**src/dses_consts.svh**
```systemverilog
// constants for the stream event flag register bank
`ifndef DSES_CONSTS_SVH
`define DSES_CONSTS_SVH

`define DSES_ADDR_W 12
`define DSES_NUM_STREAMS 8
`define DSES_STREAMS_PER_REG 4
`define DSES_NUM_EVENTS 5

// byte offsets on the register bus
`define DSES_OFF_LOWER_STATUS 12'h000
`define DSES_OFF_UPPER_STATUS 12'h004
`define DSES_OFF_LOWER_CLEAR 12'h008
`define DSES_OFF_UPPER_CLEAR 12'h00c
`define DSES_OFF_LOWER_ENABLE 12'h100
`define DSES_OFF_UPPER_ENABLE 12'h104
`define DSES_OFF_SUMMARY 12'h108
`define DSES_OFF_SUMMARY_MASK 12'h10c

// first bit of each stream slot inside a status word
`define DSES_SLOT0_BASE 5'h00
`define DSES_SLOT1_BASE 5'h06
`define DSES_SLOT2_BASE 5'h10
`define DSES_SLOT3_BASE 5'h16

// event position relative to its slot base
`define DSES_EVT_FIFO_ERR 5'h00
`define DSES_EVT_DIRECT_ERR 5'h02
`define DSES_EVT_XFER_ERR 5'h03
`define DSES_EVT_HALF 5'h04
`define DSES_EVT_DONE 5'h05

// bits that may hold a flag; all others reserved
`define DSES_FLAG_MASK 32'h0f7d0f7d
`define DSES_RESET_WORD 32'h00000000
`define DSES_RESET_SUMMARY 8'h00

`define DSES_RESP_OKAY 2'h0
`define DSES_RESP_SLVERR 2'h2

`endif

```
**src/dses_pkg.sv**
```systemverilog
// types shared by the stream event flag register bank
`default_nettype none

package dses_pkg;

  // one stream's event strobes, one cycle each
  typedef struct packed {
    logic fifoErr;
    logic directErr;
    logic xferErr;
    logic half;
    logic done;
  } dses_evt_s;

  // register selected by an address
  typedef enum logic [3:0] {
    SEL_NONE = 4'h0,
    SEL_LOWER_STATUS = 4'h1,
    SEL_UPPER_STATUS = 4'h2,
    SEL_LOWER_CLEAR = 4'h3,
    SEL_UPPER_CLEAR = 4'h4,
    SEL_LOWER_ENABLE = 4'h5,
    SEL_UPPER_ENABLE = 4'h6,
    SEL_SUMMARY = 4'h7,
    SEL_SUMMARY_MASK = 4'h8
  } dses_sel_e;

  typedef logic [31:0] dses_word_t;

endpackage : dses_pkg

`default_nettype wire

```
**src/dses_event_flags.sv**
```systemverilog
// stream event flags, flag clear, interrupt enables and axi4-lite slave
//
// The implementer's own choice: the AXI4-Lite interface to the registers.
`include "dses_consts.svh"
`default_nettype none

// Function
// - fifo error flags at bits 0,6,16,22
// - direct mode error flags at 2,8,18,24
// - transfer error flags at 3,9,19,25
// - half transfer flags at 4,10,20,26
// - transfer complete flags at 5,11,21,27
// - flags set by hardware, cleared via clear
// - upper status at 0x04, resets to zero
// - lower clear at 0x08 clears lower flags
// - upper clear at 0x0c clears upper flags
// - writing zero to clear has no effect
// - clear registers write-only, same bit layout
// - clear registers reset value all zeros
// - lower status at 0x00, same layout
// - five enable bits per stream gate streamIrq; irq is gated by the summary mask only
module dses_event_flags (
  input wire logic ref_clk,
  input wire logic resetn,
  input wire logic ce,
  input wire dses_pkg::dses_evt_s [`DSES_NUM_STREAMS-1:0] evtPulse,
  input wire logic [`DSES_ADDR_W-1:0] awaddr,
  input wire logic awvalid,
  output logic awready,
  input wire logic [31:0] wdata,
  input wire logic [3:0] wstrb,
  input wire logic wvalid,
  output logic wready,
  output logic [1:0] bresp,
  output logic bvalid,
  input wire logic bready,
  input wire logic [`DSES_ADDR_W-1:0] araddr,
  input wire logic arvalid,
  output logic arready,
  output logic [31:0] rdata,
  output logic [1:0] rresp,
  output logic rvalid,
  input wire logic rready,
  output logic [`DSES_NUM_STREAMS-1:0] streamIrq,
  output logic irq
);

  // ==========================================================
  // helper functions

  function automatic dses_pkg::dses_sel_e decodeAddr(input logic [`DSES_ADDR_W-1:0] addr);
    dses_pkg::dses_sel_e sel;
    sel = dses_pkg::SEL_NONE;
    unique case (addr)
      `DSES_OFF_LOWER_STATUS: sel = dses_pkg::SEL_LOWER_STATUS;
      `DSES_OFF_UPPER_STATUS: sel = dses_pkg::SEL_UPPER_STATUS;
      `DSES_OFF_LOWER_CLEAR: sel = dses_pkg::SEL_LOWER_CLEAR;
      `DSES_OFF_UPPER_CLEAR: sel = dses_pkg::SEL_UPPER_CLEAR;
      `DSES_OFF_LOWER_ENABLE: sel = dses_pkg::SEL_LOWER_ENABLE;
      `DSES_OFF_UPPER_ENABLE: sel = dses_pkg::SEL_UPPER_ENABLE;
      `DSES_OFF_SUMMARY: sel = dses_pkg::SEL_SUMMARY;
      `DSES_OFF_SUMMARY_MASK: sel = dses_pkg::SEL_SUMMARY_MASK;
      default: sel = dses_pkg::SEL_NONE;
    endcase
    return sel;
  endfunction

  // first bit of a stream's slot inside its status word
  function automatic logic [4:0] slotBase(input int slot);
    logic [4:0] base;
    base = `DSES_SLOT0_BASE;
    unique case (slot)
      1: base = `DSES_SLOT1_BASE;
      2: base = `DSES_SLOT2_BASE;
      3: base = `DSES_SLOT3_BASE;
      default: base = `DSES_SLOT0_BASE;
    endcase
    return base;
  endfunction

  function automatic dses_pkg::dses_word_t laneMask(input logic [3:0] strb);
    dses_pkg::dses_word_t m;
    m = '0;
    for (int b = 0; b < 4; b++)
    begin
      m[b*8 +: 8] = {8{strb[b]}};
    end
    return m;
  endfunction

  // ==========================================================
  // state

  dses_pkg::dses_word_t flags_reg [2];
  dses_pkg::dses_word_t flags_next [2];
  dses_pkg::dses_word_t enable_reg [2];
  dses_pkg::dses_word_t flagSet [2];
  dses_pkg::dses_word_t flagClr [2];
  logic [`DSES_NUM_STREAMS-1:0] summary_reg;
  logic [`DSES_NUM_STREAMS-1:0] summary_next;
  logic [`DSES_NUM_STREAMS-1:0] summaryMask_reg;
  logic [`DSES_NUM_STREAMS-1:0] streamHit;

  logic [`DSES_ADDR_W-1:0] awAddr_reg;
  logic awHeld_reg;
  dses_pkg::dses_word_t wData_reg;
  logic [3:0] wStrb_reg;
  logic wHeld_reg;
  logic bvalid_reg;
  logic [1:0] bresp_reg;
  logic rvalid_reg;
  logic [1:0] rresp_reg;
  dses_pkg::dses_word_t rdata_reg;

  logic awTake;
  logic wTake;
  logic arTake;
  logic doWrite;
  dses_pkg::dses_sel_e wrSel;
  dses_pkg::dses_sel_e rdSel;
  dses_pkg::dses_word_t wrLanes;
  dses_pkg::dses_word_t wrBits;
  dses_pkg::dses_word_t readData;
  logic summaryReadClr;

  // ==========================================================
  // bus handshakes

  // readies drop with ce so no beat is taken while frozen
  assign awready = ce && !awHeld_reg && !bvalid_reg;
  assign wready = ce && !wHeld_reg && !bvalid_reg;
  assign arready = ce && !rvalid_reg;
  assign awTake = awvalid && awready;
  assign wTake = wvalid && wready;
  assign arTake = arvalid && arready;
  assign doWrite = ce && awHeld_reg && wHeld_reg;

  assign wrSel = decodeAddr(awAddr_reg);
  assign rdSel = decodeAddr(araddr);
  assign wrLanes = laneMask(wStrb_reg);
  assign wrBits = wData_reg & wrLanes;

  assign bvalid = bvalid_reg;
  assign bresp = bresp_reg;
  assign rvalid = rvalid_reg;
  assign rresp = rresp_reg;
  assign rdata = rdata_reg;

  always_ff @(posedge ref_clk or negedge resetn)
  begin
    if (!resetn)
    begin
      awHeld_reg <= 1'b0;
      awAddr_reg <= '0;
    end
    else if (ce)
    begin
      if (awTake)
      begin
        awHeld_reg <= 1'b1;
        awAddr_reg <= awaddr;
      end
      else if (doWrite)
      begin
        awHeld_reg <= 1'b0;
      end
    end
  end

  always_ff @(posedge ref_clk or negedge resetn)
  begin
    if (!resetn)
    begin
      wHeld_reg <= 1'b0;
      wData_reg <= `DSES_RESET_WORD;
      wStrb_reg <= '0;
    end
    else if (ce)
    begin
      if (wTake)
      begin
        wHeld_reg <= 1'b1;
        wData_reg <= wdata;
        wStrb_reg <= wstrb;
      end
      else if (doWrite)
      begin
        wHeld_reg <= 1'b0;
      end
    end
  end

  always_ff @(posedge ref_clk or negedge resetn)
  begin
    if (!resetn)
    begin
      bvalid_reg <= 1'b0;
      bresp_reg <= `DSES_RESP_OKAY;
    end
    else if (ce)
    begin
      if (doWrite)
      begin
        bvalid_reg <= 1'b1;
        bresp_reg <= (wrSel == dses_pkg::SEL_NONE) ? `DSES_RESP_SLVERR : `DSES_RESP_OKAY;
      end
      else if (bvalid_reg && bready)
      begin
        bvalid_reg <= 1'b0;
      end
    end
  end

  // ==========================================================
  // event mapping and clear decode

  always_comb
  begin
    flagSet[0] = '0;
    flagSet[1] = '0;
    for (int s = 0; s < `DSES_NUM_STREAMS; s++)
    begin
      flagSet[s/4][slotBase(s%4) + `DSES_EVT_FIFO_ERR] = evtPulse[s].fifoErr;
      flagSet[s/4][slotBase(s%4) + `DSES_EVT_DIRECT_ERR] = evtPulse[s].directErr;
      flagSet[s/4][slotBase(s%4) + `DSES_EVT_XFER_ERR] = evtPulse[s].xferErr;
      flagSet[s/4][slotBase(s%4) + `DSES_EVT_HALF] = evtPulse[s].half;
      flagSet[s/4][slotBase(s%4) + `DSES_EVT_DONE] = evtPulse[s].done;
    end
  end

  // a zero bit leaves its flag alone; lanes without strobe clear nothing
  always_comb
  begin
    flagClr[0] = (doWrite && wrSel == dses_pkg::SEL_LOWER_CLEAR) ? wrBits : '0;
    flagClr[1] = (doWrite && wrSel == dses_pkg::SEL_UPPER_CLEAR) ? wrBits : '0;
  end

  // set is or-ed in after the clear, so a same-cycle event survives
  always_comb
  begin
    flags_next[0] = ((flags_reg[0] & ~flagClr[0]) | flagSet[0]) & `DSES_FLAG_MASK;
    flags_next[1] = ((flags_reg[1] & ~flagClr[1]) | flagSet[1]) & `DSES_FLAG_MASK;
  end

  // ==========================================================
  // flag and enable storage, one word each per stream group

  generate
    for (genvar r = 0; r < 2; r++)
    begin : gFlag
      always_ff @(posedge ref_clk or negedge resetn)
      begin
        if (!resetn)
        begin
          flags_reg[r] <= `DSES_RESET_WORD;
        end
        else if (ce)
        begin
          flags_reg[r] <= flags_next[r];
        end
      end

      always_ff @(posedge ref_clk or negedge resetn)
      begin
        if (!resetn)
        begin
          enable_reg[r] <= `DSES_RESET_WORD;
        end
        else if (ce && doWrite &&
                 wrSel == (r == 0 ? dses_pkg::SEL_LOWER_ENABLE : dses_pkg::SEL_UPPER_ENABLE))
        begin
          enable_reg[r] <= ((enable_reg[r] & ~wrLanes) | wrBits) & `DSES_FLAG_MASK;
        end
      end
    end
  endgenerate

  // ==========================================================
  // interrupts

  always_comb
  begin
    for (int s = 0; s < `DSES_NUM_STREAMS; s++)
    begin
      streamHit[s] = |evtPulse[s];
      streamIrq[s] = |(flags_reg[s/4] & enable_reg[s/4]
                       & (`DSES_FLAG_MASK >> slotBase(s%4) << slotBase(s%4))
                       & ~(`DSES_FLAG_MASK >> (slotBase(s%4) + 5'h06)
                           << (slotBase(s%4) + 5'h06)));
    end
  end

  assign summaryReadClr = arTake && rdSel == dses_pkg::SEL_SUMMARY;

  // read-clear loses to a new event in the same cycle
  assign summary_next = summaryReadClr ? streamHit : (summary_reg | streamHit);

  always_ff @(posedge ref_clk or negedge resetn)
  begin
    if (!resetn)
    begin
      summary_reg <= `DSES_RESET_SUMMARY;
    end
    else if (ce)
    begin
      summary_reg <= summary_next;
    end
  end

  always_ff @(posedge ref_clk or negedge resetn)
  begin
    if (!resetn)
    begin
      summaryMask_reg <= `DSES_RESET_SUMMARY;
    end
    else if (ce && doWrite && wrSel == dses_pkg::SEL_SUMMARY_MASK && wStrb_reg[0])
    begin
      summaryMask_reg <= wData_reg[`DSES_NUM_STREAMS-1:0];
    end
  end

  assign irq = |(summary_reg & summaryMask_reg);

  // ==========================================================
  // read path

  always_comb
  begin
    readData = `DSES_RESET_WORD;
    unique case (rdSel)
      dses_pkg::SEL_LOWER_STATUS: readData = flags_reg[0] & `DSES_FLAG_MASK;
      dses_pkg::SEL_UPPER_STATUS: readData = flags_reg[1] & `DSES_FLAG_MASK;
      dses_pkg::SEL_LOWER_CLEAR, dses_pkg::SEL_UPPER_CLEAR: readData = `DSES_RESET_WORD;
      dses_pkg::SEL_LOWER_ENABLE: readData = enable_reg[0];
      dses_pkg::SEL_UPPER_ENABLE: readData = enable_reg[1];
      dses_pkg::SEL_SUMMARY: readData = {24'h000000, summary_reg};
      dses_pkg::SEL_SUMMARY_MASK: readData = {24'h000000, summaryMask_reg};
      dses_pkg::SEL_NONE: readData = `DSES_RESET_WORD;
    endcase
  end

  always_ff @(posedge ref_clk or negedge resetn)
  begin
    if (!resetn)
    begin
      rvalid_reg <= 1'b0;
      rresp_reg <= `DSES_RESP_OKAY;
      rdata_reg <= `DSES_RESET_WORD;
    end
    else if (ce)
    begin
      if (arTake)
      begin
        rvalid_reg <= 1'b1;
        rdata_reg <= readData;
        rresp_reg <= (rdSel == dses_pkg::SEL_NONE) ? `DSES_RESP_SLVERR : `DSES_RESP_OKAY;
      end
      else if (rvalid_reg && rready)
      begin
        rvalid_reg <= 1'b0;
      end
    end
  end

endmodule // dses_event_flags

`default_nettype wire

```
**config.mk**
```make
export PLATFORM = sky130hd
export DESIGN_NAME = dses_event_flags
export DESIGN_NICKNAME = d
export VERILOG_FILES = /design/src/dses_pkg.sv /design/src/dses_event_flags.sv
export VERILOG_INCLUDE_DIRS = /design/src /design/src/src
export SDC_FILE = /design/constraint.sdc
export NUM_CORES = 1
export LEC_CHECK = 0
export BUFFER_PORTS_ARGS = -buffer_cell sky130_fd_sc_hd__buf_4
export CORE_ASPECT_RATIO = 1.25
export CORE_MARGIN = 5
export CORE_UTILIZATION = 59
export DETAILED_ROUTE_END_ITERATION = 6
export PLACE_DENSITY = 0.85
export SYNTH_ARGS = -nofsm -noshare
export SYNTH_HDL_FRONTEND = slang
export SYNTH_SLANG_ARGS = --single-unit
```
**constraint.sdc**
```tcl
create_clock -name ref_clk -period 3.8 [get_ports ref_clk]
set_input_delay 0 -clock ref_clk [delete_from_list [all_inputs] [get_ports ref_clk]]
set_output_delay 0 -clock ref_clk [all_outputs]
set_load 0.01 [all_outputs]
```
Word-level counts from Yosys, hierarchy flattened
Cells that the tools add are included.

Register bits: 180. Latch bits: 0. RAM bits: 0. Memory bits (read-only): 0. Bits of input ports: 108. Output and inout port bits: 50. Logic and storage cells: 132. Memories kept: 0.

Add/subtract/negate cells: 0. Multiply operators: 0. Div/mod/pow operators: 0. Order comparisons: 0. Equality and inequality tests: 27. Shift-type cells: 0. Mux-type cells: 15. Bitwise operators: 16. Reductions and logical operators: 58.

Operators by type and width (number): $pmux 32 s7 (1); $and 28x28->28 (7); $or 28x28->28 (4); $eq 12x9->1 const B (8); $not 28->28 (3); $reduce_or 5->1 (16); $pmux 4 s8 (2); $mux 28 (2); $eq 12x4->1 const B (4); $eq 4x3->1 const B (7); $eq 12x3->1 const B (2); $logic_not 12->1 (2); $logic_and 1x1->1 (20); $reduce_and 2->1 (8); $eq 4x2->1 const B (3); $and 8x8->8 (1); $eq 4x4->1 const B (2); $logic_not 4->1 (2); $mux 8 (1); $or 8x8->8 (1); $reduce_bool 2->1 (4); $reduce_or 8->1 (1); $mux 1 (7); $eq 4x1->1 const B (1); 3 further kinds (7).

Depth between registers and ports, before layout
Gate-level depths: netlist (run 1).

Depth in word-level cells: 8. Gate-level depth with buffers: 6. Depth with buffers taken out: 4.

Least setup slack after synthesis (run 1)
OpenSTA, ideal clock, no wires.

Path type: register to register. Start point: reg awAddr_reg[6]. End point: reg with a tool-made name. Setup time: 125 ps. Data arrival time: 1885 ps. Required time: 3675 ps. Path slack: 1791 ps. Cell stages (with the launch flop): 5. Path buffers: 0. Period minus slack after synthesis: 2009 ps. Cell sequence: dfrtp_1 nor4_2 nand4_1 nor2_1 mux2_2.

RTL lines: start, declared (line dses_event_flags.sv:104) `` logic [`DSES_ADDR_W-1:0] awAddr_reg; ``; start signal, assigned (line dses_event_flags.sv:161) `awAddr_reg <= awaddr;`.

==> impl_metrics.json, run 1 <==
{
  "post_drt_wl_per_cell_um": 21.99,
  "final_net_count": 1000,
  "power.density_nw_per_um2": 516.7,
  "hold_path.startpoint": "ce",
  "detailedPlacementHpwl_mm": 14.74,
  "core_area_um2": 12600,
  "period_share_pct": 71.13,
  "count_of_port_buffers_added_during_placement": 135,
  "setup-violations-final": 0,
  "synth_top_area_share_pct": 53.73,
  "unrepaired_setup_endpoints_after_global_routing": "false",
  "clock-skew-final_ps": 9.652,
  "postLayoutSetupSlackWorst_ps": 1097,
  "instance_count_along_the_most_critical_hold_path": 3,
  "globalRouteOverflowTotal": 0,
  "clockBufferDepth": 2,
  "synth.yosys.seq_area_share_pct": 53.73,
  "r2r_cells": 4,
  "gpl.final_weighted_congestion": 0.9287,
  "cp_data_arrival_time_ps": 3010,
  "cts_root_buf": "sky130_fd_sc_hd__clkbuf_16",
  "outcome": "completed",
  "syn_area_um2": 7545,
  "sequential_cell_area_um2": 4054,
  "tritoncts": "yes",
  "stdcell_count": 1074,
  "top_library_cells_by_usage_in_the_layout_fill_and_taps_aside": "162 x sky130_fd_sc_hd__dfrtp_1, 141 x sky130_fd_sc_hd__buf_4, 91 x sky130_fd_sc_hd__nand2_1, 86 x sky130_fd_sc_hd__mux2_2, 81 x sky130_fd_sc_hd__dlygate4sd3_1",
  "fill_cells": 695,
  "netlist.top_cell.by_area": "sky130_fd_sc_hd__dfrtp_1",
  "synth_edf_count": 0,
  "whs_endpoint": "flags_reg[35]$_DFFE_PN0P_",
  "num_io_pins": 158,
  "worst_setup_path_startpoint": "awAddr_reg[6]$_DFFE_PN0P_",
  "cts.clk_slew.worst_paths_ps": 60,
  "via_per_inst": 6.461,
  "postCtsSetupRepairBufs": 0,
  "footprint_of_the_multi_input_gates_um2": 3263,
  "worst_setup_ep_type": "register",
  "floorplan.initialDensity_pct": 59.86,
  "cts_buf_count": 17,
  "cts.sink_count": 162,
  "route.vias.total": 6939,
  "grt_antenna_before_repair": 0,
  "grt.total_usage_pct": 31.41,
  "cts_repair_resize_count": 0,
  "clock_latency_at_the_later_pin_of_the_worst_skew_pair_ps": 420,
  "max-cap-violations": 0,
  "max-slew-margin-rel_pct": 35.07,
  "leakagePower_nw": 4.425,
  "drtPass1Iterations": 7,
  "pre_cts_ws_ps": 1336,
  "die_area_um2": 15160,
  "syn_inst": 686,
  "yosys-top-cells-area": "sky130_fd_sc_hd__dfrtp_1 54%, sky130_fd_sc_hd__mux2_2 13%, sky130_fd_sc_hd__nand2_1 4.5%, sky130_fd_sc_hd__a31oi_1 4.3%, sky130_fd_sc_hd__a21oi_1 2.8%",
  "critical_path_rt_ps": 4110,
  "drive_gt1_share_pct": 30.17,
  "die_h_um": 136.4,
  "utilization_pct": 80.14,
  "htree_levels": 4,
  "postRouteAntennaNets": 0,
  "final.min_clock_period_ps": 2703,
  "slew_violations": 0,
  "timing.setup.critical_path_class": "reg -> reg",
  "postSynth.asyncResetShare_pct": 100.0,
  "timing.hold.worst.class": "in -> reg",
  "vdd_ir_drop_max_mv": 0.4105,
  "synth-seq-cells": 162,
  "syn2layout_area_growth_pct": 33.88,
  "worst_setup_path_start_kind": "register",
  "core.rowCount": 46,
  "ys_types": 45,
  "mean_area_per_synthesized_cell_um2": 11.00,
  "dominantRegCellSynth": "sky130_fd_sc_hd__dfrtp_1",
  "wire_length_of_the_first_global_routing_pass_mm": 37.64,
  "max_freq_ghz": 0.3700,
  "timing.critical_path.fanout_max": 8,
  "timing.reg2reg.setup_slack_ps": 1100,
  "final_hold_viol_count": 0,
  "drc": 0,
  "finalWirelength_mm": 23.61,
  "first_global_vias": 7187,
  "fp.dieW_um": 111.1,
  "synth.yosys.warnings": 0,
  "grt_max_degree": 108,
  "worst_slew_pin_slew_ps": 971.9,
  "dpl.cell_count": 960,
  "layout.cells.most_common": "sky130_fd_sc_hd__dfrtp_1",
  "dr.first_iter.drc_count": 761,
  "worstReg2RegStart": "awAddr_reg[6]$_DFFE_PN0P_",
  "setup_tns_ps": 0
}
==> logic make-up after synthesis <==
family | synth area share (%)
AOI/OAI and AO/OA | 15.31
buffers and inverters | 3.599
DFF | 53.73
muxes | 14.16
other | 0.04970
and+or+nand+nor | 13.15
==> worst max path at each step <==
stage / endpoint / slack [ps]
global route: register / 950
global placement: register / 1420
CTS: register / 1230
floorplan: register / 1790
finish: register / 1100
detailed placement: register / 1340
==> area by class of cell <==
type                       instances  share of cell area, %
sequential                       162                  40.13
multi-input combinational        480                  32.31
timing repair buffer             223                  18.62
clock buffer                      20                  4.521
tap                              168                  2.081
clock inverter                    12                  2.019
inverter                           8                 0.2973
antenna                            1                0.02477
==> synthesized netlist by cell type (all sizes together) (9+ instances only) <==
| cell type | instances |
|---|---|
| clkbuf | 25 |
| nand4 | 9 |
| a22oi | 12 |
| or4 | 12 |
| mux2i | 10 |
| buf | 22 |
| nand2 | 91 |
| o21ai | 19 |
| dfrtp | 162 |
| a21oi | 42 |
| nand3 | 15 |
| nor2 | 26 |
| a31oi | 52 |
| o211ai | 13 |
| o22ai | 19 |
| mux2 | 86 |
==> power by group <==
group          switching (W)  internal, W
clock               0.000699      0.00120
sequential          0.000357      0.00201
combinational       0.000434     0.000513
total                0.00149      0.00373
==> metrics by stage <==
stage | instance area (um2) | hold WS [ps] | total power, W
2_1_floorplan | 7586 | -295.6 | 0.002753
3_3_place_gp | 8627 | 171.2 | 0.003159
3_5_place_dp | 8627 | 190.2 | 0.003221
4_1_cts | 10100 | 39.54 | 0.005169
5_1_grt | 10100 | 73.72 | 0.005403
6_report | 10100 | 47.50 | 0.005219
==> routing by layer <==
| metal | GRT usage [%] | wire [um] | up-vias |
|---|---|---|---|
| met3 | 7.792 | 2468 | 110 |
| met5 | 0 | 0 | - |
| met1 | 37.73 | 8168 | 3327 |
| met4 | 15.35 | 1049 | 0 |
| met2 | 53.34 | 11930 | 530 |
| li1 | - | - | 2972 |
==> worst max-delay path: stages, from the launching register on <==
cell                      delay (ps)
sky130_fd_sc_hd__dfrtp_1         390
sky130_fd_sc_hd__nor4_2          830
sky130_fd_sc_hd__nand4_1         370
sky130_fd_sc_hd__nor2_1          590
sky130_fd_sc_hd__mux2_2          410
==> what timing repair did <==
item                                   4_1_cts  5_1_grt
hold buffers                                81        0
endpoints found under the hold margin      193        0
setup endpoints to repair                    0        0
No activity file was read; power rests on OpenSTA's default activity.
==> run 2, diff against run 1 <==
CORE_UTILIZATION = 50   (was 59)
PLACE_DENSITY = 0.77   (was 0.85)
clock period = 2.42 ns   (was 3.8 ns; I/O delays follow)
==> run 2 against run 1 <==
First-iteration DRC count decreased by 16%. Largest cell class unchanged. Design area increased by 0.55%. Via count decreased by 3.3%.
==> impl_metrics.json, run 2 (synthesis results as in run 1) <==
{
  "unrepaired_setup_endpoints_after_global_routing": "false",
  "core_area_um2": 14890,
  "worst_slew_pin_slew_ps": 702.7,
  "max-cap-violations": 0,
  "final_hold_viol_count": 0,
  "first_global_vias": 7018,
  "postRouteAntennaNets": 0,
  "finalWirelength_mm": 22.35,
  "layout.cells.most_common": "sky130_fd_sc_hd__dfrtp_1",
  "timing.setup.critical_path_class": "reg -> reg",
  "cts.sink_count": 162,
  "syn2layout_area_growth_pct": 34.61,
  "met2_usage_pct": 44.23,
  "grt_max_degree": 72,
  "floorplan.initialDensity_pct": 50.67,
  "worst_setup_ep_type": "register",
  "drc": 0,
  "final_net_count": 1015,
  "power.density_nw_per_um2": 766.0,
  "gpl.final_weighted_congestion": 0.9006,
  "final.min_clock_period_ps": 2059,
  "via_per_inst": 6.099,
  "detailedPlacementHpwl_mm": 15.43,
  "outcome": "completed",
  "tritoncts": "yes",
  "wire_length_of_the_first_global_routing_pass_mm": 36.36,
  "max-slew-margin-rel_pct": 52.76,
  "setup-violations-final": 0,
  "clockBufferDepth": 2,
  "global_route.usage.met1_pct": 32.64,
  "top_library_cells_by_usage_in_the_layout_fill_and_taps_aside": "162 x sky130_fd_sc_hd__dfrtp_1, 152 x sky130_fd_sc_hd__buf_4, 91 x sky130_fd_sc_hd__nand2_1, 86 x sky130_fd_sc_hd__mux2_2, 84 x sky130_fd_sc_hd__dlygate4sd3_1",
  "cp_data_arrival_time_ps": 2330,
  "fill_cells": 1109,
  "leakagePower_nw": 4.467,
  "num_io_pins": 158,
  "cts_root_buf": "sky130_fd_sc_hd__clkbuf_16",
  "vdd_ir_drop_max_mv": 0.5448,
  "count_of_port_buffers_added_during_placement": 135,
  "dpl_cell_area_um2": 8747,
  "timing.hold.worst.class": "in -> reg",
  "htree_levels": 4,
  "max_freq_ghz": 0.4858,
  "slew_violations": 0,
  "critical_path_rt_ps": 2700,
  "post_drt_wl_per_cell_um": 20.32,
  "die_area_um2": 17660,
  "period_share_pct": 85.06,
  "drtPass1Iterations": 5,
  "grt_antenna_before_repair": 0,
  "grt_busiest_layer": "met2",
  "fp.dieW_um": 119.9,
  "timing.critical_path.fanout_max": 5,
  "cts.clk_slew.worst_paths_ps": 60,
  "grt.total_usage_pct": 25.92,
  "final_cell_area_um2": 10160,
  "globalRouteOverflowTotal": 0,
  "dr.first_iter.drc_count": 641,
  "route.vias.total": 6709,
  "cts_buf_count": 17,
  "drive_gt1_share_pct": 30.83,
  "clock-skew-final_ps": 13.73,
  "setup_tns_ps": 0,
  "grt.met3_usage_pct": 5.968,
  "cts_repair_resize_count": 0,
  "insertedDiodeCount": 0,
  "clock_latency_at_the_later_pin_of_the_worst_skew_pair_ps": 420,
  "worst_setup_path_start_kind": "register",
  "die_h_um": 147.3,
  "core.rowCount": 50
}
[run 2: path summary, 6_finish.rpt]
check / endpoint / slack [ps] / cells past startpoint / from
min reg2reg: rresp[1]$_DFFE_PN0P_ / 490 / 2 / rresp[1]$_DFFE_PN0P_
max in group asynchronous: flags_reg[38]$_DFFE_PN0P_ / 1360 / 3 / resetn
min: rdata[1]$_DFFE_PN0P_ / 70 / 3 / araddr[3]
max: flags_reg[42]$_DFFE_PN0P_ / 360 / 4 / wHeld_reg$_DFFE_PN0P_
max reg2reg: flags_reg[42]$_DFFE_PN0P_ / 360 / 4 / wHeld_reg$_DFFE_PN0P_
min in group asynchronous: awAddr_reg[0]$_DFFE_PN0P_ / 140 / 2 / resetn
[run 2: final cells by class]
type / count / area (um2) / area share (%)
repair buffers: 238 / 2013 / 19.82
well taps: 182 / 227.7 / 2.242
multi-input cells: 480 / 3263 / 32.13
clock inverters: 10 / 111.4 / 1.096
clock buffers: 20 / 456.7 / 4.497
inverters: 8 / 30.03 / 0.2957
flip-flops and latches: 162 / 4054 / 39.92
[run 2: worst max-delay path, stage by stage, from the launching register on]
cell,delay (ps)
sky130_fd_sc_hd__dfrtp_1,400
sky130_fd_sc_hd__nand3_1,190
sky130_fd_sc_hd__or4b_2,730
sky130_fd_sc_hd__nor2_1,440
sky130_fd_sc_hd__a31oi_1,160
[run 2: where the power goes]
| group | internal (W) | total [W] | switching [W] |
|---|---|---|---|
| clock network | 0.00155 | 0.00258 | 0.00103 |
| registers | 0.00316 | 0.00371 | 0.000552 |
| logic | 0.000842 | 0.00148 | 0.000643 |
[run 2: per-layer routing]
layer | routed length [um] | part of all wire, %
met1 | 8719 | 39
met2 | 11500 | 51
met3 | 1695 | 7.6
met4 | 437 | 2.0
met5 | 0 | 0
[run 2: what timing repair did]
action                                  4_1_cts  5_1_grt
setup buffers                                 0        0
endpoints found under the setup margin        0        0
endpoints found under the hold margin       157        0
hold buffers                                 84        0
[run 2: metrics by stage]
| stage | power, W | utilization [%] | cells | hold WS (ps) | setup slack (ps) |
|---|---|---|---|---|---|
| CTS | 0.007814 | 68.21 | 1100 | 47.57 | 334.9 |
| global route | 0.008127 | 68.21 | 1100 | 101.1 | 218.4 |
| finish | 0.007780 | 68.21 | 1100 | 74.12 | 361.4 |
| floorplan | 0.004323 | - | 697 | -295.6 | 410.6 |
| detailed placement | 0.005113 | 58.75 | 986 | 46.24 | 348.7 |
| global placement | 0.005015 | 58.75 | 986 | 34.85 | 382.9 |
==> run 3, diff against run 2 <==
ABC_AREA = 1   (was unset)
PLACE_DENSITY = 0.76   (was 0.77)
==> run 3 against run 2 <==
First-iteration DRC count down 8.1%. Sequential cell count unchanged. Highest routed layer unchanged. Synthesized area is 6.7% higher. Non-clock buffer count unchanged. Largest power group unchanged.
==> impl_metrics.json, run 3 <==
{
  "finalWirelength_mm": 23.69,
  "cts_root_buf": "sky130_fd_sc_hd__clkbuf_16",
  "outcome": "completed",
  "wl_met3_mm": 1.954,
  "detailedPlacementHpwl_mm": 15.86,
  "worst_path_largest_cell_delay_ps": 480,
  "clock-skew-final_ps": 6.113,
  "grt_max_degree": 73,
  "utilization_pct": 67.95,
  "timing.critical_path.fanout_max": 12,
  "drtPass1Iterations": 5,
  "timing.setup.critical_path_class": "reg -> reg",
  "crit_slowest_cell": "sky130_fd_sc_hd__nor3_2",
  "final.min_clock_period_ps": 2141,
  "drive_gt1_share_pct": 17.54,
  "core.rowCount": 51,
  "wire_length_of_the_first_global_routing_pass_mm": 39.34,
  "period_share_pct": 88.46,
  "tritoncts": "yes",
  "synth-seq-cells": 162,
  "power.internal_w": 0.005252,
  "postCtsSetupRepairBufs": 0,
  "dominantRegCellSynth": "sky130_fd_sc_hd__dfrtp_1",
  "dpl_cell_area_um2": 9230,
  "syn_inst": 1020,
  "max-slew-margin-rel_pct": 52.46,
  "worst_setup_ep_type": "register",
  "cts.hold.buffers_added": 84,
  "yosys-top-cells-area": "sky130_fd_sc_hd__dfrtp_1 50%, sky130_fd_sc_hd__nand2_1 16%, sky130_fd_sc_hd__nand3_1 6.7%, sky130_fd_sc_hd__nand4_1 4.0%, sky130_fd_sc_hd__nor2_1 3.9%",
  "worst_setup_path_start_kind": "register",
  "route.vias.total": 7756,
  "power_frac_clock_pct": 35.6,
  "setup_tns_ps": 0,
  "pwr-share-comb_pct": 20.5,
  "die_h_um": 151.9,
  "slew_violations": 0,
  "fp.dieW_um": 123.5,
  "synth_top_area_share_pct": 50.36,
  "synth_edf_count": 0,
  "clockBufferDepth": 2,
  "worstReg2RegStart": "awAddr_reg[5]$_DFFE_PN0P_",
  "clock_latency_at_the_later_pin_of_the_worst_skew_pair_ps": 430,
  "max-cap-violations": 0,
  "cts_buf_count": 17,
  "die_area_um2": 18750,
  "synth.yosys.warnings": 0,
  "drt-met1-wl_mm": 10.10,
  "floorplan.initialDensity_pct": 51.28,
  "worst_setup_path_startpoint": "awAddr_reg[5]$_DFFE_PN0P_",
  "synth.most_common_cell": "sky130_fd_sc_hd__nand2_1",
  "vdd_ir_drop_max_mv": 0.5090,
  "synthTopCellsByCount": "337 x sky130_fd_sc_hd__nand2_1, 162 x sky130_fd_sc_hd__dfrtp_1, 108 x sky130_fd_sc_hd__nand3_1",
  "final_hold_viol_count": 0,
  "r2r_cells": 6,
  "detailroute.wirelength.met2_mm": 11.06,
  "gpl.final_weighted_congestion": 0.8782,
  "globalRouteOverflowTotal": 0,
  "top_library_cells_by_usage_in_the_layout_fill_and_taps_aside": "337 x sky130_fd_sc_hd__nand2_1, 162 x sky130_fd_sc_hd__dfrtp_1, 151 x sky130_fd_sc_hd__buf_4, 108 x sky130_fd_sc_hd__nand3_1, 84 x sky130_fd_sc_hd__dlygate4sd3_1",
  "count_of_port_buffers_added_during_placement": 135,
  "synth.yosys.seq_area_share_pct": 50.36,
  "cts.clk_slew.worst_paths_ps": 60,
  "netlist.top_cell.by_area": "sky130_fd_sc_hd__dfrtp_1",
  "critical_path_cell_list": "nor2_1 > nand2_2 > nor3_2 > nand3_1 > nand2_1 > o21ai_0",
  "htree_levels": 4,
  "ys_types": 30,
  "unrepaired_setup_endpoints_after_global_routing": "false",
  "max_freq_ghz": 0.4671,
  "top_layer_used": "met4",
  "core_area_um2": 15700,
  "critical_path_rt_ps": 2700,
  "power.density_nw_per_um2": 711.4,
  "layout.cells.most_common": "sky130_fd_sc_hd__nand2_1",
  "setup-violations-final": 0,
  "post_drt_wl_per_cell_um": 16.34,
  "first_global_vias": 7668,
  "postRouteAntennaNets": 0,
  "grt.total_usage_pct": 26.26,
  "cts.sink_count": 162,
  "final_cell_area_um2": 10670,
  "syn_area_um2": 8050,
  "via_per_inst": 5.349,
  "grt_antenna_before_repair": 1,
  "worst_slew_pin_slew_ps": 706.6,
  "cts_repair_resize_count": 0,
  "num_io_pins": 158,
  "timing.hold.worst.class": "in -> reg",
  "switching_share_pct": 30.78,
  "holdWs_ps": 77.81,
  "syn2layout_area_growth_pct": 32.50,
  "pre_cts_ws_ps": 440.3,
  "postSynth.asyncResetShare_pct": 100.0,
  "timing.reg2reg.setup_slack_ps": 280,
  "net_switching_component_of_the_power_w": 0.002336,
  "power.share.sequential_pct": 44.0,
  "dr.first_iter.drc_count": 589,
  "leakagePower_nw": 5.286,
  "cp_data_arrival_time_ps": 2430,
  "mean_area_per_synthesized_cell_um2": 7.892,
  "final_net_count": 1332,
  "postLayoutSetupSlackWorst_ps": 279.3,
  "drc": 0
}
run 3: cell count changes after synthesis, moves of 42 or more:
cell / change
sky130_fd_sc_hd__nand2_1: +246
sky130_fd_sc_hd__a31oi_1: -52
sky130_fd_sc_hd__nand4_1: +42
sky130_fd_sc_hd__nor2_1: +57
sky130_fd_sc_hd__nand3_1: +93
sky130_fd_sc_hd__inv_1: +66
sky130_fd_sc_hd__mux2_2: -78
run 3: layer usage:
layer	up-vias	global-route usage, %
met5	-	0
met4	0	9.604
met3	46	5.199
met2	368	39.92
met1	3581	37.32
li1	3761	-
run 3: critical path: cells and delay by family (launching register included):
kind | cells | cell delay, ps
simple gates | 5 | 1500
flops | 1 | 380
compound gates | 1 | 110
run 3: stage by stage:
stage                     std cells  power (W)
after CTS                      1449   0.007560
after detailed placement       1333   0.004765
final                          1450   0.007588
after global placement         1333   0.004712
after global routing           1450   0.007937
after floorplan                1031   0.004200
run 3: power groups by stage:
stage,sequential [W],clock [W],combinational [W]
after floorplan,0.00325,0,0.000950
after global routing,0.00337,0.00282,0.00174
after CTS,0.00332,0.00272,0.00152
after global placement,0.00335,0,0.00136
after detailed placement,0.00336,0,0.00140
final,0.00334,0.00270,0.00155
run 3: area by class of cell:
class	count	area (um2)
tap	212	265.3
timing repair buffer	238	2026
inverter	75	281.5
fill	1278	5031
clock inverter	8	101.3
multi-input combinational	730	3445
clock buffer	24	491.7
sequential	162	4054
antenna	1	2.502
run 3: worst min path at each step:
stage            start                  endpoint  slack, ps  depth (start not counted)
2_1_floorplan   resetn                 async pin       -300                          0
3_3_place_gp    resetn  wData_reg[5]$_DFFE_PN0P_         60                          1
3_5_place_dp    resetn  wData_reg[5]$_DFFE_PN0P_         70                          1
4_1_cts        arvalid        rvalid$_DFFE_PN0P_         80                          3
5_1_grt        arvalid        rvalid$_DFFE_PN0P_        190                          3
6_report       arvalid        rvalid$_DFFE_PN0P_         80                          3
run 3: cells by family after synthesis:
family                 synth area share (%)
muxes                                 1.399
other                               0.04658
AOI/OAI and AO/OA                     8.486
buffers and inverters                 7.538
and+or+nand+nor                       32.17
DFF                                   50.36
